File: src/adc_cmd_pkg.sv
// Shared constants, command codes and decoder for the converter serial command link.
package adc_cmd_pkg;

  // ----------------------------------------------------------------
  // Timing
  // ----------------------------------------------------------------
  localparam int CLK_PERIOD_NS             = 25;
  localparam int POWERUP_CYCLES_DEFAULT    = 65536;
  localparam int SOFT_RESET_TIME_NS        = 600000;
  localparam int SOFT_RESET_CYCLES_DEFAULT =
    (SOFT_RESET_TIME_NS + CLK_PERIOD_NS - 1) / CLK_PERIOD_NS;
  localparam int SCLK_HALF_CYCLES_DEFAULT  = 8;
  localparam int HOLD_W                    = 17;

  // ----------------------------------------------------------------
  // Data and register layout
  // ----------------------------------------------------------------
  localparam int          RESULT_BITS     = 24;
  localparam int          REG_COUNT       = 16;
  localparam logic [7:0]  REG_RESET_VALUE = 8'h00;
  localparam logic [3:0]  OFFSET_REG_BASE = 4'h4;
  localparam logic [3:0]  GAIN_REG_BASE   = 4'h7;

  // ----------------------------------------------------------------
  // Command codes (upper seven bits where bit 0 is ignored, upper four for register access, else the whole byte)
  // ----------------------------------------------------------------
  localparam logic [6:0] OP_WAKE       = 7'h00;
  localparam logic [6:0] OP_SLEEP      = 7'h01;
  localparam logic [6:0] OP_SYNC       = 7'h02;
  localparam logic [6:0] OP_RESET      = 7'h03;
  localparam logic [6:0] OP_READ_ONCE  = 7'h09;
  localparam logic [6:0] OP_READ_CONT  = 7'h0A;
  localparam logic [6:0] OP_STOP_CONT  = 7'h0B;
  localparam logic [3:0] OP_REG_READ   = 4'h2;
  localparam logic [3:0] OP_REG_WRITE  = 4'h4;
  localparam logic [7:0] OP_CAL_SYS_OFS  = 8'h60;
  localparam logic [7:0] OP_CAL_SYS_GAIN = 8'h61;
  localparam logic [7:0] OP_CAL_SELF_OFS = 8'h62;
  localparam logic [7:0] OP_RESTRICTED   = 8'hF1;
  localparam logic [7:0] NO_OPERATION_BYTE = 8'hFF;

  typedef enum logic [3:0] {
    CMD_WAKE, CMD_SLEEP, CMD_SYNC, CMD_RESET, CMD_READ_ONCE, CMD_READ_CONT,
    CMD_STOP_CONT, CMD_REG_READ, CMD_REG_WRITE, CMD_CAL_SYS_OFS,
    CMD_CAL_SYS_GAIN, CMD_CAL_SELF_OFS, CMD_NONE
  } cmd_t;

  typedef enum logic [1:0] {
    CAL_SYS_OFFSET, CAL_SYS_GAIN, CAL_SELF_OFFSET
  } cal_kind_t;

  // Maps a first command byte to its command; anything else is CMD_NONE.
  function automatic cmd_t decode_command(input logic [7:0] b);
    cmd_t c;
    c = CMD_NONE;
    if (b[7:1] == OP_WAKE) c = CMD_WAKE;
    else if (b[7:1] == OP_SLEEP) c = CMD_SLEEP;
    else if (b[7:1] == OP_SYNC) c = CMD_SYNC;
    else if (b[7:1] == OP_RESET) c = CMD_RESET;
    else if (b[7:1] == OP_READ_ONCE) c = CMD_READ_ONCE;
    else if (b[7:1] == OP_READ_CONT) c = CMD_READ_CONT;
    else if (b[7:1] == OP_STOP_CONT) c = CMD_STOP_CONT;
    else if (b[7:4] == OP_REG_READ) c = CMD_REG_READ;
    else if (b[7:4] == OP_REG_WRITE) c = CMD_REG_WRITE;
    else if (b == OP_CAL_SYS_OFS) c = CMD_CAL_SYS_OFS;
    else if (b == OP_CAL_SYS_GAIN) c = CMD_CAL_SYS_GAIN;
    else if (b == OP_CAL_SELF_OFS) c = CMD_CAL_SELF_OFS;
    return c;
  endfunction

endpackage

File: src/adc_link_if.sv
// Serial link between the converter command decoder and its host.
`timescale 1ns/1ps
`default_nettype none
interface adc_link_if;
  logic sclk;
  logic cs_n;
  logic mosi;
  logic miso;
  logic conversion_ready_n;

  modport device (input sclk, input cs_n, input mosi, output miso, output conversion_ready_n);
  modport host (output sclk, output cs_n, output mosi, input miso, input conversion_ready_n);
endinterface
`default_nettype wire

File: src/adc_cmd_device.sv
// Converter end of the serial link: command decoder, register file and readout.
//
// Summary of operation
// - wake, sleep, soft reset decoded, bit 0 ignored.
// - synchronise is two matching bytes, acted on pair.
// - read once, start, stop continuous decoded.
// - register read/write carry address, then count byte.
// - calibrations decoded at 60h, 61h, 62h.
// - host never sends restricted byte F1h.
// - wake takes effect at eighth rising edge.
// - sleep after current conversion; only wake exits.
// - synchronise restarts filter and conversion.
// - soft reset restores registers, keeps interface state.
// - soft reset holds logic for 0.6 ms.
// - power-up holds logic for 2^16 cycles.
// - continuous mode loads each result at ready.
// - continuous mode starts at the following ready.
// - host finishes readout before next ready fall.
// - stop takes effect at next ready; no reloads.
// - read once loads latest result, any mode.
// - read once accepted during last result byte.
// - register read outputs count+1 bytes, address wraps.
// - input bytes ignored during register readout.
// - register write stores count+1 consecutive bytes.
// - calibration end updates offset or gain coefficient.
`timescale 1ns/1ps
`default_nettype none
module adc_cmd_device
  import adc_cmd_pkg::*;
#(
  parameter int HOLD_POWERUP = POWERUP_CYCLES_DEFAULT,
  parameter int HOLD_SOFT    = SOFT_RESET_CYCLES_DEFAULT
) (
  input  wire logic                       i_clk,
  input  wire logic                       i_srst,
  adc_link_if.device                      lnk,
  input  wire logic                       i_result_valid,
  input  wire logic [RESULT_BITS-1:0]     i_result,
  input  wire logic                       i_cal_done,
  input  wire logic [RESULT_BITS-1:0]     i_cal_coeff,
  output logic                            o_sleep,
  output logic                            o_filter_restart,
  output logic                            o_reset_hold,
  output logic                            o_cal_start,
  output logic [1:0]                      o_cal_kind,
  output logic                            o_continuous,
  output logic [REG_COUNT*8-1:0]          o_reg_file
);

  // ----------------------------------------------------------------
  // Elaboration checks
  // ----------------------------------------------------------------
  if (HOLD_POWERUP < 1 || HOLD_POWERUP >= 2 ** HOLD_W) begin : g_bad_powerup
    $error("HOLD_POWERUP out of range");
  end
  if (HOLD_SOFT < 1 || HOLD_SOFT >= 2 ** HOLD_W) begin : g_bad_soft
    $error("HOLD_SOFT out of range");
  end

  // ----------------------------------------------------------------
  // State
  // ----------------------------------------------------------------
  typedef enum logic [2:0] {
    PH_CMD, PH_SYNC2, PH_RCOUNT, PH_WCOUNT, PH_WDATA, PH_RDATA
  } dev_phase_t;

  typedef struct packed {
    dev_phase_t                 phase;
    logic [2:0]                 bitcnt;
    logic [7:0]                 rx;
    logic [RESULT_BITS-1:0]     tx;
    logic                       load_reg;
    logic                       load_res;
    logic [3:0]                 addr;
    logic [3:0]                 count;
    logic [REG_COUNT-1:0][7:0]  regs;
    logic [RESULT_BITS-1:0]     latest;
    logic                       sleep;
    logic                       sleep_pend;
    logic                       cont;
    logic                       cont_on_pend;
    logic                       cont_off_pend;
    logic                       rdy_n;
    logic                       restart;
    logic                       cal_start;
    cal_kind_t                  cal_kind;
    logic [HOLD_W-1:0]          hold;
    logic                       sclk_prev;
  } dev_state_t;

  dev_state_t s;
  dev_state_t n;
  logic [2:0] pins_s;
  logic       sclk_s;
  logic       cs_n_s;
  logic       mosi_s;
  logic       rise;
  logic       fall;

  // Bring the link pins into the clock domain.
  link_sync #(.WIDTH(3), .RST_VAL(3'h3)) u_sync (
    .i_clk  (i_clk),
    .i_srst (i_srst),
    .i_d    ({lnk.sclk, lnk.cs_n, lnk.mosi}),
    .o_q    (pins_s)
  );

  // Edge detection on the synchronised serial clock.
  assign sclk_s = pins_s[2];
  assign cs_n_s = pins_s[1];
  assign mosi_s = pins_s[0];
  assign rise   = sclk_s & ~s.sclk_prev;
  assign fall   = ~sclk_s & s.sclk_prev;

  // ----------------------------------------------------------------
  // Next-state logic
  // ----------------------------------------------------------------
  always_comb begin
    logic [7:0] rx_byte;
    cmd_t       cmd;
    logic [3:0] base;
    rx_byte = {s.rx[6:0], mosi_s};
    cmd     = decode_command(rx_byte);
    base    = GAIN_REG_BASE;
    n = s;
    n.sclk_prev = sclk_s;
    n.restart   = 1'b0;
    n.cal_start = 1'b0;
    if (i_srst) begin
      n = '0;
      n.phase = PH_CMD;
      n.cont  = 1'b1;
      n.rdy_n = 1'b1;
      n.hold  = HOLD_W'(HOLD_POWERUP);
      n.regs  = {REG_COUNT{REG_RESET_VALUE}};
      n.cal_kind = CAL_SYS_OFFSET;
    end else if (s.hold != '0) begin
      // Registers and filter held; link and converter are ignored.
      n.hold = s.hold - 1'b1;
    end else begin
      // Finished calibration writes its coefficient, low byte first.
      if (i_cal_done) begin
        base = (s.cal_kind == CAL_SYS_GAIN) ? GAIN_REG_BASE : OFFSET_REG_BASE;
        for (int i = 0; i < 3; i++) begin
          n.regs[base + 4'(i)] = i_cal_coeff[8*i +: 8];
        end
      end
      if (cs_n_s) begin
        // Chip select high realigns the interface.
        n.bitcnt   = 3'd0;
        n.phase    = PH_CMD;
        n.load_reg = 1'b0;
        n.load_res = 1'b0;
      end else if (rise) begin
        n.rx     = rx_byte;
        n.bitcnt = s.bitcnt + 3'd1;
        n.rdy_n  = 1'b1;
        if (s.bitcnt == 3'd7) begin
          case (s.phase)
            PH_CMD: begin
              case (cmd)
                CMD_WAKE: begin
                  n.sleep      = 1'b0;
                  n.sleep_pend = 1'b0;
                end
                CMD_SLEEP: n.sleep_pend = 1'b1;
                CMD_SYNC: n.phase = PH_SYNC2;
                CMD_RESET: begin
                  n.regs = {REG_COUNT{REG_RESET_VALUE}};
                  n.hold = HOLD_W'(HOLD_SOFT);
                end
                CMD_READ_ONCE: n.load_res = 1'b1;
                CMD_READ_CONT: begin
                  n.cont_on_pend  = 1'b1;
                  n.cont_off_pend = 1'b0;
                end
                CMD_STOP_CONT: begin
                  n.cont_off_pend = 1'b1;
                  n.cont_on_pend  = 1'b0;
                end
                CMD_REG_READ: begin
                  n.addr  = rx_byte[3:0];
                  n.phase = PH_RCOUNT;
                end
                CMD_REG_WRITE: begin
                  n.addr  = rx_byte[3:0];
                  n.phase = PH_WCOUNT;
                end
                CMD_CAL_SYS_OFS: begin
                  n.cal_start = 1'b1;
                  n.cal_kind  = CAL_SYS_OFFSET;
                end
                CMD_CAL_SYS_GAIN: begin
                  n.cal_start = 1'b1;
                  n.cal_kind  = CAL_SYS_GAIN;
                end
                CMD_CAL_SELF_OFS: begin
                  n.cal_start = 1'b1;
                  n.cal_kind  = CAL_SELF_OFFSET;
                end
                default: n.phase = PH_CMD;
              endcase
            end
            PH_SYNC2: begin
              // Only a matching second byte restarts the conversion.
              n.restart = (rx_byte[7:1] == OP_SYNC);
              n.phase   = PH_CMD;
            end
            PH_RCOUNT: begin
              n.count    = rx_byte[3:0];
              n.load_reg = 1'b1;
              n.phase    = PH_RDATA;
            end
            PH_WCOUNT: begin
              n.count = rx_byte[3:0];
              n.phase = PH_WDATA;
            end
            PH_WDATA: begin
              n.regs[s.addr] = rx_byte;
              n.addr = s.addr + 4'd1;
              n.count = s.count - 4'd1;
              if (s.count == 4'd0) n.phase = PH_CMD;
            end
            PH_RDATA: begin
              // Incoming byte is dropped; advance to the next register.
              n.addr = s.addr + 4'd1;
              n.count = s.count - 4'd1;
              if (s.count == 4'd0) n.phase = PH_CMD;
              else n.load_reg = 1'b1;
            end
            default: n.phase = PH_CMD;
          endcase
        end
      end else if (fall) begin
        // Loads happen on the falling edge after a byte, otherwise shift.
        if (s.bitcnt == 3'd0 && s.load_reg) begin
          n.tx = {s.regs[s.addr], 16'h0000};
        end else if (s.bitcnt == 3'd0 && s.load_res) begin
          n.tx = s.latest;
        end else begin
          n.tx = {s.tx[RESULT_BITS-2:0], 1'b0};
        end
        if (s.bitcnt == 3'd0) begin
          n.load_reg = 1'b0;
          n.load_res = 1'b0;
        end
      end
      // New result: apply pending mode changes, then reload in continuous mode.
      if (i_result_valid) begin
        n.latest = i_result;
        n.rdy_n  = 1'b0;
        if (s.sleep_pend) n.sleep = 1'b1;
        n.sleep_pend = 1'b0;
        if (s.cont_on_pend) n.cont = 1'b1;
        if (s.cont_off_pend) n.cont = 1'b0;
        n.cont_on_pend  = 1'b0;
        n.cont_off_pend = 1'b0;
        if (n.cont) n.tx = i_result;
      end
    end
  end

  // Register the state.
  always_ff @(posedge i_clk) begin
    s <= n;
  end

  // Outputs straight from the state flops; reset hold is decoded from a nonzero hold count.
  assign lnk.miso               = s.tx[RESULT_BITS-1];
  assign lnk.conversion_ready_n = s.rdy_n;
  assign o_sleep                = s.sleep;
  assign o_filter_restart       = s.restart;
  assign o_reset_hold           = (s.hold != '0);
  assign o_cal_start            = s.cal_start;
  assign o_cal_kind             = s.cal_kind;
  assign o_continuous           = s.cont;
  assign o_reg_file             = s.regs;

endmodule
`default_nettype wire

File: src/link_sync.sv
// Two-flop synchroniser for a group of level inputs.
`timescale 1ns/1ps
`default_nettype none
module link_sync #(
  parameter int               WIDTH   = 1,
  parameter logic [WIDTH-1:0] RST_VAL = '0
) (
  input  wire logic             i_clk,
  input  wire logic             i_srst,
  input  wire logic [WIDTH-1:0] i_d,
  output logic      [WIDTH-1:0] o_q
);
  logic [WIDTH-1:0] stage1;
  logic [WIDTH-1:0] next_stage1;
  logic [WIDTH-1:0] next_q;

  // First stage feeds only the second stage; reset loads the idle levels so no false edge follows.
  always_comb begin
    next_stage1 = i_srst ? RST_VAL : i_d;
    next_q      = i_srst ? RST_VAL : stage1;
  end

  // Register both stages.
  always_ff @(posedge i_clk) begin
    stage1 <= next_stage1;
    o_q    <= next_q;
  end
endmodule
`default_nettype wire

File: src/flat_wrapper.sv
// flat-port wrapper written by rule: the top's interface ports become plain ports
module adc_cmd_device_flat import adc_cmd_pkg::*;
#(
  parameter int HOLD_POWERUP = POWERUP_CYCLES_DEFAULT,
  parameter int HOLD_SOFT    = SOFT_RESET_CYCLES_DEFAULT
)
  (i_clk, i_srst, i_result_valid, i_result, i_cal_done, i_cal_coeff, o_sleep, o_filter_restart, o_reset_hold, o_cal_start, o_cal_kind, o_continuous, o_reg_file, lnk_sclk, lnk_cs_n, lnk_mosi, lnk_miso, lnk_conversion_ready_n);
  adc_link_if lnk_i ();
  input  wire logic i_clk;
  input  wire logic i_srst;
  input  wire logic i_result_valid;
  input  wire logic [RESULT_BITS-1:0] i_result;
  input  wire logic i_cal_done;
  input  wire logic [RESULT_BITS-1:0] i_cal_coeff;
  output logic o_sleep;
  output logic o_filter_restart;
  output logic o_reset_hold;
  output logic o_cal_start;
  output logic [1:0] o_cal_kind;
  output logic o_continuous;
  output logic [REG_COUNT*8-1:0] o_reg_file;
  input wire logic [$bits(lnk_i.sclk)-1:0] lnk_sclk;
  input wire logic [$bits(lnk_i.cs_n)-1:0] lnk_cs_n;
  input wire logic [$bits(lnk_i.mosi)-1:0] lnk_mosi;
  output wire logic [$bits(lnk_i.miso)-1:0] lnk_miso;
  output wire logic [$bits(lnk_i.conversion_ready_n)-1:0] lnk_conversion_ready_n;
  assign lnk_i.sclk = lnk_sclk;
  assign lnk_i.cs_n = lnk_cs_n;
  assign lnk_i.mosi = lnk_mosi;
  assign lnk_miso = lnk_i.miso;
  assign lnk_conversion_ready_n = lnk_i.conversion_ready_n;
  adc_cmd_device #(.HOLD_POWERUP(HOLD_POWERUP), .HOLD_SOFT(HOLD_SOFT)) u_core (.i_clk(i_clk), .i_srst(i_srst), .lnk(lnk_i), .i_result_valid(i_result_valid), .i_result(i_result), .i_cal_done(i_cal_done), .i_cal_coeff(i_cal_coeff), .o_sleep(o_sleep), .o_filter_restart(o_filter_restart), .o_reset_hold(o_reset_hold), .o_cal_start(o_cal_start), .o_cal_kind(o_cal_kind), .o_continuous(o_continuous), .o_reg_file(o_reg_file));
endmodule
File: config.mk
export PLATFORM = sky130hd
export DESIGN_NAME = adc_cmd_device_flat
export DESIGN_NICKNAME = d
export VERILOG_FILES = /design/src/adc_cmd_pkg.sv /design/src/adc_link_if.sv /design/src/adc_cmd_device.sv /design/src/link_sync.sv /design/src/flat_wrapper.sv
export SDC_FILE = /design/constraint.sdc
export NUM_CORES = 1
export LEC_CHECK = 0
export BUFFER_PORTS_ARGS = -buffer_cell sky130_fd_sc_hd__buf_2
export CORE_UTILIZATION = 25
export DETAILED_ROUTE_END_ITERATION = 8
export GPL_TIMING_DRIVEN = 0
export PLACE_DENSITY_LB_ADDON = 0.05
export SLEW_MARGIN = 5
export SYNTH_ARGS = -nofsm -noshare
export SYNTH_HDL_FRONTEND = slang
export SYNTH_SLANG_ARGS = --single-unit
File: constraint.sdc
create_clock -name i_clk -period 3.6 [get_ports i_clk]
set_input_delay 0.54 -clock i_clk [delete_from_list [all_inputs] [get_ports i_clk]]
set_output_delay 0.54 -clock i_clk [all_outputs]
set_load 0.005 [all_outputs]
==> results.md, run 1 <==
- Status: finished clean
- Prevailing post-synth register cell: dfxtp_1
- Worst setup SP type: flop
- Num CTS Buffers: 34
- Synth Register Bits: 233
- Row cnt: 85
- Cell Area, Synth: 13820 sq um
- Hold_ws: 199.6 ps
- Synth top area cells: dfxtp_1 (34%), a211oi_1 (7.1%), buf_4 (7.1%), a21oi_1 (6.5%), mux2i_1 (6.2%)
- Detailed Route Iter0 Violations: 1177
- Total track usage: 23.10%
- Placed cell areas: 15650 sq um
- Avg Inst Size Synth: 8.061 sq um
- Peak VDD IR: 0.0003331 V
- Layout cells sized above 1: 24.83%
- CP required: 3960 ps
- Worst reg-to-reg setup slack: 70 ps
- Final net count: 2000
- Unique masters post-synth: 65
- Post-route setup TNS: 0 ps
- Reg clk slew, reported paths: 60 ps
- Via count: 13800
- Hold Fails Final Rpt: 0
- Proportion of power drawn by the clock network: 46.9%
- Synthesized netlist cell count: 1715
- Routed vias/inst: 5.203
- Routability congestion estimate: 0.9155
- Area leader, netlist: dfxtp_1
- DRC: 0
- Die height: 237.2 um
- Final setup fails: 0
- Relative slew slack: 23.26%
- Latest clock arrival within the worst-skew pair: 550 ps
- Cell Int Power: 0.005247 W
- Post-Route WL: 65800 um
- Die area: 56240 sq um
- CP max FO: 10
- Reg2reg start: u_core.s[185]
- Routed WL per cell: 24.80 um
- Top-count cell post-synth: dfxtp_1
- Largest net degree at the start of global routing: 20
- Root buffer cell: clkbuf_16
- Reg power frac: 39.5%
- RSZ-0062 raised after global routing: no
- Detailed Place HPWL: 47810 um
- Chip width: 237.2 um
- Grt ovf: 0
- Max H-tree Level: 2
- Post-layout util: 31.08%
- Hold Crit Depth: 2
- CP max-delay cell: clkdlybuf4s15_2
- Synth Net Count: 1780
- Core Box Area: 54240 sq um
- Critical path capture point type: flop
- Worst-Margin Slew: 1151 ps
- CTS Hold Bufs: 0
- Cell area after layout: 16860 sq um
- Clk buf depth: 3
- Comb power frac: 13.6%
- First-pass DRT Iterations: 5
- Syn. warnings: 0
- Final-report max-slew violation count: 0
- Initial core utilization: 25.49%
- Max Cap Viol: 0
- Clk_skew: 29.94 ps
- Synth-to-layout area growth: 21.93%
- Worst Hold Launch: lnk_mosi
- Ys async rst share: 0%
- Reg-to-Reg End: u_core.s[212]
- Final cycle utilization of the critical path: 97.92%
- Share of the synthesized area in the top cell type: 33.74%
- Top cells by count, synth: dfxtp_1 (233), nor2_1 (223), a21oi_1 (180)
- Crit-path cells: clkdlybuf4s15_2, clkdlybuf4s15_2, mux4_2, a211oi_2, a221oi_1, a221oi_1, a211oi_1
- CTS tree: yes
- Top Ports: 192
- Critical path arrival: 3890 ps
- Total Power: 0.007299 W
- IO buf count: 190
- Ant diodes: 0
- Sw Share: 28.12%
- Net Switching: 0.002052 W
- Achievable Freq: 283.7 MHz
- Setup Crit Path Kind: reg2reg
- Final ANT Viol Nets: 0
- Post-synth EDFFs: 0
- CTS Sinks: 233
- Fillers: 5864
- Leakage: 6.713 nW
- Reg2reg path depth: 7
- Power density over the cells: 433.0 nW/um^2
- Seq/Total Area, Yosys: 33.74%
- Hold WC Path Type: in2reg
- Worst Hold End: u_core.u_sync.stage1[0]
- First-pass GRT wire length: 94750 um
- Vias in the first global route: 13450
- CP max stage delay: 610 ps
- Initial antenna violation count: 0
- Min Tclk post-route: 3525 ps
==> power by group through the flow <==
stage	clock, W	sequential (W)	combinational, W
after floorplan	0	0.00287	0.000682
after global placement	0	0.00293	0.000958
after detailed placement	0	0.00293	0.000964
after CTS	0.00352	0.00287	0.000987
after global routing	0.00362	0.00290	0.00110
final	0.00342	0.00288	0.000993
==> state kept, by name, indices dropped and copies added (netlist names) <==
register / cells
u_core.o_continuous: 1
u_core.o_cal_kind: 2
u_core.u_sync.stage1: 3
u_core.o_reg_file: 128
u_core.s: 91
u_core.o_filter_restart: 1
u_core.u_sync.o_q: 3
u_core.lnk.conversion_ready_n: 1
u_core.o_cal_start: 1
u_core.o_sleep: 1
u_core.lnk.miso: 1
==> metrics by stage <==
step                std cells  setup slack (ps)
floorplan                1715             893.9
global placement         2601            -921.6
detailed placement       2601            -885.9
CTS                      2653             27.34
global route             2653             1.247
finish                   2653             74.80
==> metal layers <==
| metal | vias to the layer above | part of all wire [%] | global-route usage [%] |
|---|---|---|---|
| li1 | 6512 | - | - |
| met1 | 6769 | 46 | 31.73 |
| met2 | 438 | 46 | 37.40 |
| met3 | 84 | 5.0 | 2.892 |
| met4 | 0 | 2.7 | 7.586 |
| met5 | - | 0 | 0 |
==> logic make-up after synthesis <==
family | count (synthesis) | synth area share [%]
adders and majority gates | 10 | 0.9051
AOI/OAI and AO/OA | 520 | 23.20
DFF | 233 | 33.74
and+or+nand+nor | 496 | 16.82
muxes | 136 | 12.51
xor gates and xnor gates | 12 | 0.7602
buffers and inverters | 308 | 12.07
==> layout make-up <==
class                   instances  area (sq um)  area share, %
flip-flops and latches        233          4664          27.67
well taps                     696         870.8          5.166
multi-input cells            1174          7556          44.83
inverters                      17         65.06         0.3860
plain buffers                 283          1625          9.642
clock inverters                 8         96.34         0.5716
repair buffers                192         965.9          5.730
clock buffers                  50          1012          6.005
==> cells in the final DEF, fill, tap and decap left out, types with 32 or more instances in the layout <==
cell type	synthesis	routed
dfxtp_1	233	233
mux2i_1	85	85
a211oi_1	130	125
a221oi_1	32	32
nor3_1	63	62
nand2_1	83	83
nor2_1	223	222
a21oi_1	180	180
o21ai_0	121	121
clkbuf_16	0	35
buf_4	130	134
buf_2	5	192
clkbuf_1	140	127
==> critical path: cells and delay by family, from the launching register on <==
family / cells / cell delay [ps]
buffers and inverters: 2 / 1190
DFF: 1 / 530
muxes: 1 / 430
AOI/OAI and AO/OA: 4 / 1160
==> how the worst max path moves through the flow <==
stage,startpoint,endpoint,slack [ps],depth (start not counted)
after floorplan,u_core.s[184],u_core.o_reg_file[66],890,12
after global placement,u_core.s[185],u_core.o_reg_file[66],-920,10
after detailed placement,u_core.s[185],u_core.o_reg_file[66],-890,10
after CTS,u_core.s[222],u_core.o_reg_file[31],30,10
after global routing,u_core.s[184],u_core.s[206],1,9
final,u_core.s[185],u_core.s[212],70,7
==> what timing repair did <==
item | 4_1_cts | 5_1_grt
pin swaps | 1 | 0
gates resized for setup | 32 | 18
gates cloned | 0 | 0
buffers inserted | 2 | 0
setup endpoints to repair | 152 | 133
No activity file was read; power rests on OpenSTA's default activity.
==> inputs of run 2 (changes only) <==
--- a/config.mk
+++ b/config.mk
@@ -6,7 +6,7 @@
 export NUM_CORES = 1
 export LEC_CHECK = 0
 export BUFFER_PORTS_ARGS = -buffer_cell sky130_fd_sc_hd__buf_2
-export CORE_UTILIZATION = 25
+export CORE_UTILIZATION = 55
 export DETAILED_ROUTE_END_ITERATION = 8
 export GPL_TIMING_DRIVEN = 0
 export PLACE_DENSITY_LB_ADDON = 0.05
==> results.md, run 2 (synthesized netlist as in run 1, its figures left out) <==
- Status: finished clean (unchanged)
- Largest register FFs: 128 (unchanged)
- Pre-CTS WS: -352.6 ps (was -885.9 ps)
- Final cycle utilization of the critical path: 97.87% (was 97.92%)
- Root buffer cell: clkbuf_16 (unchanged)
- Min Tclk post-route: 3523 ps (was 3525 ps)
- Hold WC Path Type: in2reg (unchanged)
- CP max stage delay: 730 ps (was 610 ps)
- Fillers: 2157 (was 5864)
- Routed WL per cell: 22.26 um (was 24.80 um)
- Worst Hold Launch: lnk_mosi (unchanged)
- Initial core utilization: 56.51% (was 25.49%)
- Achievable Freq: 283.8 MHz (was 283.7 MHz)
- Crit path buf inv count: 2 (unchanged)
- Relative slew slack: 35.06% (was 23.26%)
- Core Box Area: 24460 sq um (was 54240 sq um)
- Num CTS Buffers: 27 (was 34)
- CP max FO: 10 (unchanged)
- First-pass GRT wire length: 76740 um (was 94750 um)
- Die height: 160.5 um (was 237.2 um)
- Hold_ws: 187.9 ps (was 199.6 ps)
- Row cnt: 57 (was 85)
- Reg-to-Reg End: u_core.o_reg_file[92] (was u_core.s[212])
- Reg2reg path depth: 9 (was 7)
- Final ANT Viol Nets: 0 (unchanged)
- Clk buf depth: 3 (unchanged)
- Grt ovf: 0 (unchanged)
- CP max-delay cell: nor2_1 (was clkdlybuf4s15_2)
- IO buf count: 190 (unchanged)
- Reg2reg start: u_core.s[222] (was u_core.s[185])
- Synth-to-layout area growth: 16.68% (was 21.93%)
- CP required: 4000 ps (was 3960 ps)
- Hold Crit Depth: 2 (unchanged)
- Critical path capture point type: flop (unchanged)
- DRC: 0 (unchanged)
- Setup ws final: 76.73 ps (was 74.80 ps)
- Cell area after layout: 16130 sq um (was 16860 sq um)
- Total track usage: 38.27% (was 23.10%)
- Critical path arrival: 3920 ps (was 3890 ps)
- Peak VDD IR: 0.0004328 V (was 0.0003331 V)
- Initial antenna violation count: 0 (unchanged)
- Worst setup SP type: flop (unchanged)
- Final-report max-slew violation count: 0 (unchanged)
- CTS Sinks: 233 (unchanged)
- Crit-path cells: ha_1, ha_1, nor4bb_1, and2_1, clkbuf_1, nand2_1, nor2_1, clkbuf_1, a211oi_1 (was clkdlybuf4s15_2, clkdlybuf4s15_2, mux4_2, a211oi_2, a221oi_1, a221oi_1, a211oi_1)
- Detailed Place HPWL: 36360 um (was 47810 um)
- Routed vias/inst: 6.360 (was 5.203)
- Via count: 14440 (was 13800)
- Top Ports: 192 (unchanged)
- Worst reg-to-reg setup slack: 80 ps (was 70 ps)
- Worst-Margin Slew: 972.1 ps (was 1151 ps)
- Layout cells sized above 1: 23.59% (was 24.83%)
- Reg clk slew, reported paths: 60 ps (about the same)
- Chip width: 160.5 um (was 237.2 um)
- Placed cell areas: 15180 sq um (was 15650 sq um)
- CP delay by family, top: simple AND/OR/NAND/NOR gates (was buffers and inverters)
- Final net count: 1992 (was 2000)
- Hold Fails Final Rpt: 0 (unchanged)
- Final setup fails: 0 (unchanged)
- First-pass DRT Iterations: 6 (was 5)
- Clk_skew: 11.23 ps (was 29.94 ps)
- Total Power: 0.006767 W (was 0.007299 W)
- Max Cap Viol: 0 (unchanged)
- Commonest non-fill, non-tap cell in the layout: dfxtp_1 (unchanged)
- CTS tree: yes (unchanged)
- Largest net degree at the start of global routing: 20 (unchanged)
- Detailed Route Iter0 Violations: 1920 (was 1177)
- Worst Hold End: u_core.u_sync.stage1[0] (unchanged)
- Post-Route WL: 50540 um (was 65800 um)
- Leakage: 6.604 nW (was 6.713 nW)
- Latest clock arrival within the worst-skew pair: 550 ps (about the same)
- Most frequent cells in the layout: dfxtp_1 (233), nor2_1 (223), buf_2 (194) (was dfxtp_1 (233), nor2_1 (222), buf_2 (192))
- Die area: 25770 sq um (was 56240 sq um)
- Max H-tree Level: 1 (was 2)
- Ant diodes: 0 (unchanged)
- Setup Crit Path Kind: reg2reg (unchanged)
- Vias in the first global route: 13220 (was 13450)
- CTS Hold Bufs: 0 (unchanged)
- RSZ-0062 raised after global routing: no (unchanged)
- Routability congestion estimate: 1.017 (was 0.9155)
- Power density over the cells: 419.5 nW/um^2 (was 433.0 nW/um^2)
run 2: metal layers:
layer  global-route usage [%]  part of all wire (%)
met1                    52.20                    39
met2                    57.06                    43
met3                    7.515                    12
met4                    20.22                   5.5
met5                        0                     0
run 2: area by class of cell:
type	count	area [sq um]	area share (%)
Sequential cell	233	4664	28.92
Tap cell	324	405.4	2.513
Inverter	17	63.81	0.3956
Timing Repair Buffer	192	965.9	5.988
Multi-Input combinational cell	1174	7503	46.52
Clock inverter	10	153.9	0.9541
Buffer	282	1587	9.836
Clock buffer	38	787.0	4.879
run 2: timing repair:
action,CTS,global route
endpoints found under the setup margin,104,101
endpoints found under the hold margin,0,0
buffers inserted,1,1
pin swaps,1,0
resized for setup,7,14
run 2: worst max-delay path by stage:
stage / to / from / cells past startpoint / slack, ps
2_1_floorplan: u_core.o_reg_file[66] / u_core.s[184] / 12 / 890
3_3_place_gp: u_core.o_reg_file[66] / u_core.s[185] / 10 / -270
3_5_place_dp: u_core.o_reg_file[66] / u_core.s[185] / 10 / -350
4_1_cts: u_core.o_reg_file[66] / u_core.s[185] / 10 / 30
5_1_grt: u_core.o_reg_file[87] / u_core.s[222] / 9 / 10
6_report: u_core.o_reg_file[92] / u_core.s[222] / 9 / 80
run 2: where the power goes:
group	total (W)	internal, W	switching [W]	leakage, nW
sequential	0.00287	0.00272	0.000154	1.88
clock	0.00294	0.00180	0.00114	0.468
combinational	0.000955	0.000435	0.000520	4.26
total	0.00677	0.00495	0.00182	6.60
run 2: metrics by stage:
| step | instances | TNS (ps) | utilization (%) |
|---|---|---|---|
| 5_1_grt | 2270 | 0 | 65.94 |
| 3_3_place_gp | 2229 | -10160 | 62.06 |
| 4_1_cts | 2272 | 0 | 65.90 |
| 3_5_place_dp | 2229 | -13240 | 62.06 |
| 2_1_floorplan | 1715 | 0 | - |
| 6_report | 2270 | 0 | 65.94 |
==> inputs of run 3 (changes only) <==
--- a/config.mk
+++ b/config.mk
@@ -5,11 +5,12 @@
 export SDC_FILE = /design/constraint.sdc
 export NUM_CORES = 1
 export LEC_CHECK = 0
-export BUFFER_PORTS_ARGS = -buffer_cell sky130_fd_sc_hd__buf_2
+export CORE_ASPECT_RATIO = 2
 export CORE_UTILIZATION = 55
 export DETAILED_ROUTE_END_ITERATION = 8
+export DONT_BUFFER_PORTS = 1
 export GPL_TIMING_DRIVEN = 0
-export PLACE_DENSITY_LB_ADDON = 0.05
+export PLACE_DENSITY = 0.7
 export SLEW_MARGIN = 5
 export SYNTH_ARGS = -nofsm -noshare
 export SYNTH_HDL_FRONTEND = slang
==> results.md, run 3 (synthesized netlist as in run 1, its figures left out) <==
- Hold Crit Depth: 1 (was 2)
- Post-layout util: 61.39% (was 65.94%)
- Reg clk slew, reported paths: 70 ps (was 60 ps)
- Clk_skew: 11.39 ps (was 11.23 ps)
- Leakage: 5.564 nW (was 6.604 nW)
- Relative slew slack: 24.31% (was 35.06%)
- Worst reg-to-reg setup slack: -50 ps (was 80 ps)
- Vias in the first global route: 13480 (was 13220)
- Setup Crit Path Kind: reg2reg (unchanged)
- Top Ports: 192 (unchanged)
- Total track usage: 42.88% (was 38.27%)
- Most frequent cells in the layout: dfxtp_1 (233), nor2_1 (222), a21oi_1 (180) (was dfxtp_1 (233), nor2_1 (223), buf_2 (194))
- Via count: 13730 (was 14440)
- Register area: 4664 sq um (unchanged)
- Grt ovf: 0 (unchanged)
- Num CTS Buffers: 23 (was 27)
- CP required: 4060 ps (was 4000 ps)
- Initial antenna violation count: 2 (was 0)
- Multi-input gate area: 7511 sq um (was 7503 sq um)
- Total Power: 0.006408 W (was 0.006767 W)
- Commonest non-fill, non-tap cell in the layout: dfxtp_1 (unchanged)
- Initial core utilization: 56.37% (was 56.51%)
- Die height: 226.2 um (was 160.5 um)
- Final-report max-slew violation count: 0 (unchanged)
- First-pass GRT wire length: 81450 um (was 76740 um)
- Final setup fails: 1 (was 0)
- Reg2reg start: u_core.u_sync.o_q[1] (was u_core.s[222])
- Reg power frac: 44.8% (was 42.4%)
- Reg2reg path depth: 8 (was 9)
- Reg-to-Reg End: u_core.s[184] (was u_core.o_reg_file[92])
- Worst Hold Launch: lnk_mosi (unchanged)
- Ant diodes: 0 (unchanged)
- Die area: 25810 sq um (was 25770 sq um)
- Proportion of power drawn by the clock network: 41.3% (was 43.5%)
- RSZ-0062 raised after global routing: no (unchanged)
- Layout cells sized above 1: 15.43% (was 23.59%)
- Largest register FFs: 128 (unchanged)
- Latest clock arrival within the worst-skew pair: 540 ps (was 550 ps)
- Detailed Place HPWL: 41970 um (was 36360 um)
- Net Switching: 0.001782 W (was 0.001816 W)
- Core Box Area: 24530 sq um (was 24460 sq um)
- Clk buf depth: 3 (unchanged)
- Min Tclk post-route: 3654 ps (was 3523 ps)
- CP max-delay cell: nor3b_1 (was nor2_1)
- Chip width: 114.1 um (was 160.5 um)
- Peak VDD IR: 0.0003254 V (was 0.0004328 V)
- Synth-to-layout area growth: 8.915% (was 16.68%)
- CTS tree: yes (unchanged)
- Final cycle utilization of the critical path: 101.5% (was 97.87%)
- Worst setup SP type: flop (unchanged)
- CP max FO: 10 (unchanged)
- Sw Share: 27.81% (was 26.84%)
- Crit-path cells: clkbuf_1, nor3b_1, nand2_1, or4_4, buf_6, or3_4, or3_1, a31oi_1 (was ha_1, ha_1, nor4bb_1, and2_1, clkbuf_1, nand2_1, nor2_1, clkbuf_1, a211oi_1)
- Root buffer cell: clkbuf_16 (unchanged)
- CP delay by family, top: simple AND/OR/NAND/NOR gates (unchanged)
- Post-Route WL: 55530 um (was 50540 um)
- Critical path arrival: 4110 ps (was 3920 ps)
- Max H-tree Level: 1 (unchanged)
- Row cnt: 81 (was 57)
- CTS Sinks: 233 (unchanged)
- Setup ws final: -53.66 ps (was 76.73 ps)
- Worst-Margin Slew: 1133 ps (was 972.1 ps)
- CP max stage delay: 990 ps (was 730 ps)
- Fillers: 2339 (was 2157)
- Achievable Freq: 273.7 MHz (was 283.8 MHz)
- CTS Hold Bufs: 0 (unchanged)
- IO buf count: 0 (was 190)
- Largest net degree at the start of global routing: 16 (was 20)
- Critical Path Start: u_core.u_sync.o_q[1] (was u_core.s[222])
- Comb power frac: 13.9% (was 14.1%)
- Max Cap Viol: 0 (unchanged)
- Hold WC Path Type: in2reg (unchanged)
- Status: finished, violations left (was finished clean)
- Worst Hold End: u_core.u_sync.stage1[0] (unchanged)
- DRC: 0 (unchanged)
- Final ANT Viol Nets: 0 (unchanged)
- First-pass DRT Iterations: 7 (was 6)
- Cell Int Power: 0.004626 W (was 0.004951 W)
- Routability congestion estimate: 1.004 (was 1.017)
- Hold Fails Final Rpt: 0 (unchanged)
- Routed WL per cell: 26.67 um (was 22.26 um)
- Final net count: 1799 (was 1992)
- Failing checks: negative setup slack
- Critical path capture point type: flop (unchanged)
- Detailed Route Iter0 Violations: 1141 (was 1920)
- Routed vias/inst: 6.593 (was 6.360)
- Power density over the cells: 425.6 nW/um^2 (was 419.5 nW/um^2)
- Crit path buf inv count: 2 (unchanged)
## run 3: cell count changes in the layout (fill, tap and decap cells not counted), moves of 2 or more
cell | previous run | this run
clkinv_2 | 5 | 9
clkinvlp_4 | 0 | 2
and3_1 | 9 | 6
clkbuf_1 | 130 | 126
clkbuf_2 | 16 | 18
and3_2 | 2 | 5
buf_1 | 3 | 5
buf_2 | 194 | 2
clkbuf_8 | 7 | 3
clkbuf_16 | 27 | 23
## run 3: routing by layer
layer	vias to the layer above	global-route usage (%)	wire, um
met1	6450	41.48	17790
met5	-	0	15
met2	847	74.80	27210
li1	6098	-	-
met4	2	40.39	6183
met3	329	8.588	4322
## run 3: final cells by class
| class | instances | share of cell area (%) |
|---|---|---|
| timing repair buffer | 2 | 0.09972 |
| inverter | 17 | 0.4321 |
| tap | 332 | 2.759 |
| clock buffer | 27 | 4.122 |
| multi-input combinational | 1174 | 49.88 |
| clock inverter | 14 | 1.163 |
| buffer | 283 | 10.56 |
| sequential | 233 | 30.98 |
## run 3: power by group through the flow
stage	Clock, W	Sequential (W)	Combinational (W)
floorplan	0	0.00287	0.000682
global placement	0	0.00292	0.000837
detailed placement	0	0.00292	0.000857
CTS	0.00265	0.00286	0.000880
global route	0.00274	0.00288	0.000974
finish	0.00265	0.00287	0.000890
## run 3: worst max path at each step
stage / endpoint / cells after the start / slack, ps
6_report: u_core.s[184] / 8 / -50
5_1_grt: o_reset_hold / 6 / 10
4_1_cts: u_core.o_reg_file[6] / 9 / 6
3_5_place_dp: u_core.o_reg_file[19] / 11 / -500
3_3_place_gp: u_core.o_reg_file[19] / 11 / -460
2_1_floorplan: u_core.o_reg_file[66] / 12 / 890
## run 3: what timing repair did
action,in CTS,in global routing
gates resized for setup,14,10
endpoints found under the setup margin,150,87
setup buffers,1,1
pin swaps,1,0
## run 3: stage by stage
| step | instance area, sq um | hold slack (ps) | cells | TNS (ps) | setup WS (ps) |
|---|---|---|---|---|---|
| finish | 15060 | 109.8 | 2082 | -53.66 | -53.66 |
| floorplan | 13820 | 389.5 | 1715 | 0 | 893.9 |
| detailed placement | 14240 | 402.5 | 2047 | -37800 | -498.3 |
| CTS | 15050 | 101.2 | 2083 | 0 | 6.452 |
| global route | 15060 | 105.1 | 2082 | 0 | 10.60 |
| global placement | 14240 | 395.8 | 2047 | -32740 | -460.9 |
